`src/common/gpmc_map.svh`:
```
// Purpose: constants of the power-mode controller
// Assumes: 40 MHz system clock
// Notes:   times in their own unit, counts derived from the clock rate
`ifndef GPMC_MAP_SVH
`define GPMC_MAP_SVH
`define GPMC_CLK_HZ          40000000
`define GPMC_CUR_W           16
`define GPMC_DLY_W           16
// stretch of the host line while waking from deep idle, longest, in us
`define GPMC_STRETCH_US      4000
`define GPMC_STRETCH_CYC     ((`GPMC_STRETCH_US * (`GPMC_CLK_HZ / 1000000)))
// oscillator settle wait after restart, least, in us (must fit the stretch)
`define GPMC_OSC_SETTLE_US   2500
`define GPMC_OSC_SETTLE_CYC  (`GPMC_OSC_SETTLE_US * (`GPMC_CLK_HZ / 1000000))
// measurement period in full mode and in idle modes, in us
`define GPMC_FULL_PER_US     1000
`define GPMC_FULL_PER_CYC    ((`GPMC_FULL_PER_US * (`GPMC_CLK_HZ / 1000000)))
`define GPMC_IDLE_PER_US     20000
`define GPMC_IDLE_PER_CYC    ((`GPMC_IDLE_PER_US * (`GPMC_CLK_HZ / 1000000)))
// deep-idle countdown tick, in us
`define GPMC_TICK_US         1000
`define GPMC_TICK_CYC        ((`GPMC_TICK_US * (`GPMC_CLK_HZ / 1000000)))
`define GPMC_CNT_W           24
`endif

```
`src/common/gpmc_pkg.sv`:
```
// Purpose: types of the power-mode controller
// Assumes: gpmc_map.svh included first
// Notes:   mode codes are one-hot
`include "gpmc_map.svh"
package gpmc_pkg;
   typedef enum logic [4:0] {
      GPMC_FULL  = 5'h01,
      GPMC_CAL   = 5'h02,
      GPMC_IDLE  = 5'h04,
      GPMC_DEEP  = 5'h08,
      GPMC_WAKE  = 5'h10
   } gpmc_mode_type;

   typedef struct packed {
      logic                    idle_en;
      logic [`GPMC_CUR_W-1:0]  low_cur_thresh;
      logic [`GPMC_DLY_W-1:0]  deep_idle_delay;
   } gpmc_cfg_type;

   typedef struct packed {
      logic                    mode_full;
      logic                    mode_idle;
      logic                    mode_deep;
      logic                    hf_osc_en;
      logic                    cal_start;
      logic                    meas_strobe;
      logic                    line_hold_oe_n;
      logic                    deep_idle_flag;
   } gpmc_stat_type;
endpackage

```
`src/core/gpmc_tick.sv`:
```
// Purpose: divider giving a one-cycle enable every period cycles
// Assumes: period of at least one cycle
// Notes:   restarts on clear so a mode change begins a fresh period
`timescale 1ns/1ps
`default_nettype none
`include "gpmc_map.svh"
module gpmc_tick
   import gpmc_pkg::*;
#(
   parameter logic [`GPMC_CNT_W-1:0] PERIOD = `GPMC_CNT_W'(`GPMC_TICK_CYC)
) (
   // clock and reset
   input  wire logic clk,
   input  wire logic resetn,
   // control
   input  wire logic clear,
   output var  logic tick
);
   typedef struct packed {
      logic [`GPMC_CNT_W-1:0] cnt;
      logic                   tick;
   } gpmc_tick_state_type;

   gpmc_tick_state_type state_reg, state_next;

   always_comb begin
      state_next = state_reg;
      state_next.tick = 1'b0;
      if (clear) begin
         state_next.cnt = '0;
      end else if (state_reg.cnt >= PERIOD - `GPMC_CNT_W'(1)) begin
         state_next.cnt = '0;
         state_next.tick = 1'b1;
      end else begin
         state_next.cnt = state_reg.cnt + `GPMC_CNT_W'(1);
      end
   end

   always_ff @(posedge clk or negedge resetn) begin
      if (!resetn) begin
         state_reg <= '0;
      end else begin
         state_reg <= state_next;
      end
   end

   assign tick = state_reg.tick;
endmodule
`default_nettype wire

```
`src/core/gpmc_core.sv`:
```
// Purpose: power-mode manager: full, idle and deep idle with wake logic
// Assumes: wake detector and host line pins are asynchronous
// Notes:   mean current and config come from same-clock logic
//
// Contract
// - full mode is the default; measures, refreshes, decides mode changes
// - enter idle only when idle enabled and mean current below threshold
// - run ADC offset calibration after qualifying idle, before entering
// - idle modes measure and refresh at a slower periodic rate
// - leave idle on current at or above threshold or wake detector firing
// - deep idle also stops the high-frequency oscillator
// - delay zero: host command sets flag; deep idle entered from idle
// - delay above zero: count down in idle, deep idle at zero
// - leave deep idle on any host line activity
// - on waking from deep idle, stall host line low up to 4 ms
`timescale 1ns/1ps
`default_nettype none
`include "gpmc_map.svh"
module gpmc_core
   import gpmc_pkg::*;
#(
   parameter logic [`GPMC_CNT_W-1:0] STRETCH_CYC =
      `GPMC_CNT_W'(`GPMC_STRETCH_CYC),
   parameter logic [`GPMC_CNT_W-1:0] SETTLE_CYC =
      `GPMC_CNT_W'(`GPMC_OSC_SETTLE_CYC),
   parameter logic [`GPMC_CNT_W-1:0] FULL_PER_CYC =
      `GPMC_CNT_W'(`GPMC_FULL_PER_CYC),
   parameter logic [`GPMC_CNT_W-1:0] IDLE_PER_CYC =
      `GPMC_CNT_W'(`GPMC_IDLE_PER_CYC),
   parameter logic [`GPMC_CNT_W-1:0] TICK_CYC =
      `GPMC_CNT_W'(`GPMC_TICK_CYC)
) (
   // clock and reset
   input  wire logic                    clk,
   input  wire logic                    resetn,
   // configuration and measurements
   input  wire gpmc_cfg_type            cfg,
   input  wire logic [`GPMC_CUR_W-1:0]  mean_current_reading,
   input  wire logic                    cal_done,
   input  wire logic                    deep_idle_set_cmd,
   // asynchronous pins
   input  wire logic                    wake_det,
   input  wire logic                    host_line_in,
   // status and control out
   output var  gpmc_stat_type           stat
);
   typedef struct packed {
      gpmc_mode_type           mode;
      logic [`GPMC_CNT_W-1:0]  per_cnt;
      logic [`GPMC_CNT_W-1:0]  wait_cnt;
      logic [`GPMC_DLY_W-1:0]  dly_cnt;
      logic [1:0]              wake_sync;
      logic [1:0]              line_sync;
      logic                    line_prev;
      gpmc_stat_type           stat;
   } gpmc_core_state_type;

   gpmc_core_state_type state_reg, state_next;
   logic                dly_tick;
   logic                cur_low;
   logic                idle_like;
   logic                line_act;
   logic [`GPMC_CNT_W-1:0] period;

   gpmc_tick #(
      .PERIOD (TICK_CYC)
   ) u_tick (
      .clk    (clk),
      .resetn (resetn),
      .clear  (state_reg.mode != GPMC_IDLE),
      .tick   (dly_tick)
   );

   always_comb begin
      state_next = state_reg;
      cur_low   = mean_current_reading < cfg.low_cur_thresh;
      idle_like = (state_reg.mode == GPMC_IDLE) ||
                  (state_reg.mode == GPMC_DEEP);
      // an edge either way on the line counts as host activity
      line_act  = state_reg.line_sync[1] ^ state_reg.line_prev;
      period    = idle_like ? IDLE_PER_CYC : FULL_PER_CYC;
      state_next.wake_sync = {state_reg.wake_sync[0], wake_det};
      state_next.line_sync = {state_reg.line_sync[0], host_line_in};
      state_next.line_prev = state_reg.line_sync[1];
      state_next.stat.cal_start   = 1'b0;
      state_next.stat.meas_strobe = 1'b0;

      // periodic measurement and refresh, slow in both idle modes; paused
      // only while the oscillator restarts
      if (state_reg.mode != GPMC_WAKE) begin
         if (state_reg.per_cnt >= period - `GPMC_CNT_W'(1)) begin
            state_next.per_cnt = '0;
            state_next.stat.meas_strobe = 1'b1;
         end else begin
            state_next.per_cnt = state_reg.per_cnt + `GPMC_CNT_W'(1);
         end
      end

      // command sets the flag; set wins over the clear on wake below
      if (deep_idle_set_cmd && cfg.deep_idle_delay == '0) begin
         state_next.stat.deep_idle_flag = 1'b1;
      end

      case (state_reg.mode)
         GPMC_FULL: begin
            if (cfg.idle_en && cur_low) begin
               state_next.mode = GPMC_CAL;
               state_next.stat.cal_start = 1'b1;
            end
         end
         GPMC_CAL: begin
            if (!(cfg.idle_en && cur_low)) begin
               state_next.mode = GPMC_FULL;
            end else if (cal_done) begin
               state_next.mode    = GPMC_IDLE;
               state_next.per_cnt = '0;
               state_next.dly_cnt = cfg.deep_idle_delay;
            end
         end
         GPMC_IDLE: begin
            if (!cur_low || state_reg.wake_sync[1]) begin
               state_next.mode    = GPMC_FULL;
               state_next.per_cnt = '0;
            end else if (cfg.deep_idle_delay == '0) begin
               if (state_reg.stat.deep_idle_flag) begin
                  state_next.mode = GPMC_DEEP;
               end
            end else if (state_reg.dly_cnt == '0) begin
               state_next.mode = GPMC_DEEP;
            end else if (dly_tick) begin
               state_next.dly_cnt = state_reg.dly_cnt - `GPMC_DLY_W'(1);
            end
         end
         GPMC_DEEP: begin
            // current events also end deep idle; oscillator restarts first
            if (line_act || !cur_low || state_reg.wake_sync[1]) begin
               state_next.mode     = GPMC_WAKE;
               state_next.wait_cnt = '0;
            end
         end
         GPMC_WAKE: begin
            // settle time is bounded by the stretch limit
            state_next.wait_cnt = state_reg.wait_cnt + `GPMC_CNT_W'(1);
            if (state_reg.wait_cnt >= SETTLE_CYC - `GPMC_CNT_W'(1) ||
                state_reg.wait_cnt >= STRETCH_CYC - `GPMC_CNT_W'(1)) begin
               state_next.mode    = GPMC_FULL;
               state_next.per_cnt = '0;
               if (!(deep_idle_set_cmd && cfg.deep_idle_delay == '0)) begin
                  state_next.stat.deep_idle_flag = 1'b0;
               end
            end
         end
         default: begin
            state_next.mode = GPMC_FULL;
         end
      endcase

      state_next.stat.mode_full = (state_next.mode == GPMC_FULL) ||
                                  (state_next.mode == GPMC_CAL);
      state_next.stat.mode_idle = state_next.mode == GPMC_IDLE;
      state_next.stat.mode_deep = state_next.mode == GPMC_DEEP;
      state_next.stat.hf_osc_en = state_next.mode != GPMC_DEEP;
      // hold the line low while the oscillator comes back
      state_next.stat.line_hold_oe_n = state_next.mode != GPMC_WAKE;
   end

   always_ff @(posedge clk or negedge resetn) begin
      if (!resetn) begin
         state_reg      <= '0;
         state_reg.mode <= GPMC_FULL;
         state_reg.stat.mode_full      <= 1'b1;
         state_reg.stat.hf_osc_en      <= 1'b1;
         state_reg.stat.line_hold_oe_n <= 1'b1;
      end else begin
         state_reg <= state_next;
      end
   end

   assign stat = state_reg.stat;
endmodule
`default_nettype wire

```
`config.mk`:
```
export PLATFORM = sky130hd
export DESIGN_NAME = gpmc_core
export DESIGN_NICKNAME = d
export VERILOG_FILES = /design/src/common/gpmc_pkg.sv /design/src/core/gpmc_tick.sv /design/src/core/gpmc_core.sv
export VERILOG_INCLUDE_DIRS = /design/src /design/src/common
export SDC_FILE = /design/constraint.sdc
export NUM_CORES = 1
export LEC_CHECK = 0
export BUFFER_PORTS_ARGS = -buffer_cell sky130_fd_sc_hd__buf_4
export CORE_MARGIN = 2
export CORE_UTILIZATION = 23
export DETAILED_ROUTE_END_ITERATION = 7
export GPL_ROUTABILITY_DRIVEN = 0
export PLACE_DENSITY_LB_ADDON = 0.08
export SLEW_MARGIN = 20
export SYNTH_ARGS = -nofsm -noshare
export SYNTH_HDL_FRONTEND = slang
export SYNTH_SLANG_ARGS = --single-unit
```
`constraint.sdc`:
```
create_clock -name clk -period 7.4 [get_ports clk]
set_clock_uncertainty 0.05 [all_clocks]
set_input_delay 1.48 -clock clk [delete_from_list [all_inputs] [get_ports clk]]
set_output_delay 1.48 -clock clk [all_outputs]
set_load 0.01 [all_outputs]
```
==> results.py <==
metrics = {
    "outcome": {
        "run_status": "completed",
    },
    "setup_path": {
        "critPathKind": "in2reg",
        "crit_arrival_ns": 4.04,
        "crit_buf_inv": 1,
        "end_kind": "flop",
        "cp.required_ns": 7.55,
        "crit_chain": "buf_4 -> ha_1 -> and4_1 -> o2111ai_1 -> o32ai_2 -> nor3_2 -> a221oi_4 -> nor3_1",
        "critical-path-max-stage-delay_ns": 0.87,
        "worstPathMaxFanout": 24,
        "crit_family": "compound AO/OA/AOI/OAI gates",
        "crit_path_top_delay_cell": "a221oi_4",
        "cp-start-kind": "input pin",
    },
    "yosys": {
        "ys.flop_type": "dfrtp_1",
        "synth_cells": 659,
        "synth_edf_count": 0,
        "ys_top_cells_by_area": "dfrtp_1 (43%), ha_1 (4.4%), nor2_1 (3.7%), nor3_1 (3.6%), nand2_1 (3.5%)",
        "synth_top_area_share": 0.427,
        "seq_area_frac_synth": 0.445,
        "ys.warnings.count": 0,
        "yosysMostFrequentCell": "dfrtp_1",
        "yosysTopAreaCell": "dfrtp_1",
        "syn_avg_cell_area_um2": 9.15,
        "syn_area_um2": 6030,
        "ys_top_cells_by_count": "dfrtp_1 (103), nor2_1 (60), nand2_1 (56)",
        "synthArstFlopShare": 1.00,
        "synth-seq-cells": 107,
        "synth.distinct_cells": 62,
    },
    "drt": {
        "wl_per_cell_um": 14.7,
        "drtPass1Iterations": 4,
        "vias_per_cell": 4.64,
        "drc": 0,
        "first_iter_violations": 204,
        "via_count": 4868,
        "drt_wl_total_um": 15500,
        "ant_nets": 0,
    },
    "place": {
        "placed_cells": 1033,
        "dp_hpwl_um": 11000,
        "numPortBuffers": 62,
        "dp_slack_ns": 3.07,
    },
    "floorplan": {
        "fp.dieW_um": 166,
        "start_util": 0.233,
        "rows": 59,
        "io_pins": 63,
        "dieArea_um2": 27500,
        "coreArea_um2": 25900,
        "die_h_um": 166,
    },
    "clocking": {
        "cts_buffers": 9,
        "insertion_delay_ns": 0.36,
        "cts_resized": 0,
        "clockRootBuffer": "clkbuf_16",
        "cts.clk_slew.worst_paths_ns": 0.08,
        "post_cts_buffers": 0,
        "postCtsHoldBufs": 0,
        "htreeDepth": 3,
        "cts_buffer_depth": 2,
        "cts_tree": "built",
        "cts_sinks": 107,
    },
    "timing": {
        "slew_viol_final": 0,
        "setup_viol": 0,
        "timing.fmax_mhz": 257,
        "slew_headroom": 0.317,
        "min_period_over_period": 0.526,
        "tns_ns": 0,
        "holdWs_ns": 0.310,
        "rsz0062_at_grt": "no",
        "tightest_slew_ns": 1.02,
        "hold_viol": 0,
        "setup_slack_ns": 3.51,
        "fin_crit_ns": 3.89,
    },
    "pwr": {
        "power.leakage_nw": 3.01,
        "power_density_nw_per_um2": 200,
        "peakVddDrop_uv": 90.7,
    },
    "hold_path": {
        "hp-class": "reg2reg",
    },
    "finish": {
        "syn2layout_area_growth_pct": 17.9,
        "layout-drive-gt1-share": 0.150,
        "stdcell_count": 1049,
        "largest_reg_flops": 71,
        "diodes": 0,
        "fin_nets": 785,
        "fillerInstances": 2758,
    },
    "global_route": {
        "track_usage": 0.117,
        "antenna_found_initial": 0,
        "grt_pass1_wl_um": 26300,
        "overflow": 0,
        "grt_pass1_vias": 4971,
        "grt_max_degree": 64,
    },
    "run": {
        "drv_cap": 0,
    },
}
==> stage by stage <==
stage	utilization	total power, mW	cell area [um^2]
2_1_floorplan	-	0.849	6060
3_5_place_dp	0.262	0.938	6800
6_report	0.274	1.43	7110
5_1_grt	0.274	1.52	7110
3_3_place_gp	0.262	0.930	6800
4_1_cts	0.274	1.45	7110
==> final timing paths <==
path / startpoint / to / slack, ns / cells after the start
max in group asynchronous: resetn / state_reg[31] / 4.94 / 2
min in group asynchronous: resetn / state_reg[23] / 1.06 / 1
worst min-delay path: state_next[12] / state_reg[12] / 0.31 / 0
worst min register to register: state_next[12] / state_reg[12] / 0.31 / 0
worst max register to register: state_reg[78] / state_reg[59] / 4.16 / 11
worst max-delay path: mean_current_reading[13] / state_reg[69] / 3.51 / 8
==> worst register-to-register path: stages (launching register included) <==
cell,delay (ns)
dfrtp_1,0.48
nor3_1,0.29
nand2_1,0.18
inv_1,0.15
ha_1,0.18
nor3_1,0.06
o31ai_1,0.08
a21oi_1,0.10
o311a_1,0.35
a211oi_2,0.74
buf_4,0.34
nor3_1,0.08
==> routing by layer <==
metal  routed length [um]  vias to the layer above  track usage  part of all wire
li1                     -                     2453            -                 -
met1                 7800                     2334        0.165              0.50
met2                 6990                       73        0.185              0.45
met3                  517                        8       0.0226             0.033
met4                  159                        0       0.0295             0.010
met5                    0                        -            0                 0
==> cell type report <==
type	instances	area, um^2	area share
well taps	335	419	0.0590
clock inverters	7	88.8	0.0125
repair buffers	68	510	0.0718
clock buffers	9	225	0.0317
inverters	28	105	0.0148
flip-flops and latches	107	2680	0.377
multi-input cells	495	3080	0.433
==> where the power goes <==
| group | total [mW] | leakage (nW) | switching (mW) | internal, mW |
|---|---|---|---|---|
| Sequential | 0.701 | 1.30 | 0.0594 | 0.641 |
| Clock | 0.501 | 0.153 | 0.256 | 0.245 |
| Combinational | 0.223 | 1.56 | 0.121 | 0.102 |
==> cell families (layout without fill, tap and decap cells) <==
kind of cell | Yosys count | count (layout) | share of synthesized area
and+or+nand+nor | 295 | 295 | 0.251
AOI/OAI and AO/OA | 124 | 124 | 0.141
DFF | 107 | 107 | 0.445
buffers and inverters | 64 | 112 | 0.0496
xor gates and xnor gates | 42 | 42 | 0.0610
adders and majority gates | 21 | 21 | 0.0436
muxes | 5 | 5 | 0.00830
other | 1 | 8 | 0.000622
==> layout by cell type (no fill, tap or decap), types with 8 or more instances in the layout <==
cell       instances
o211ai_1           9
dfrtp_1          103
a31oi_1           10
ha_1              21
and2_1            11
nor3_1            43
o21ai_0           35
buf_4             68
a21oi_1           29
nor2_1            59
nand2_1           56
inv_1             28
nand3_1           40
or3_1              8
nor4_1            14
clkbuf_16          9
and3_1            16
xnor2_1           18
nand4_1           16
nand2b_1           9
conb_1             8
xor2_1            24
No activity file was read; power rests on OpenSTA's default activity.
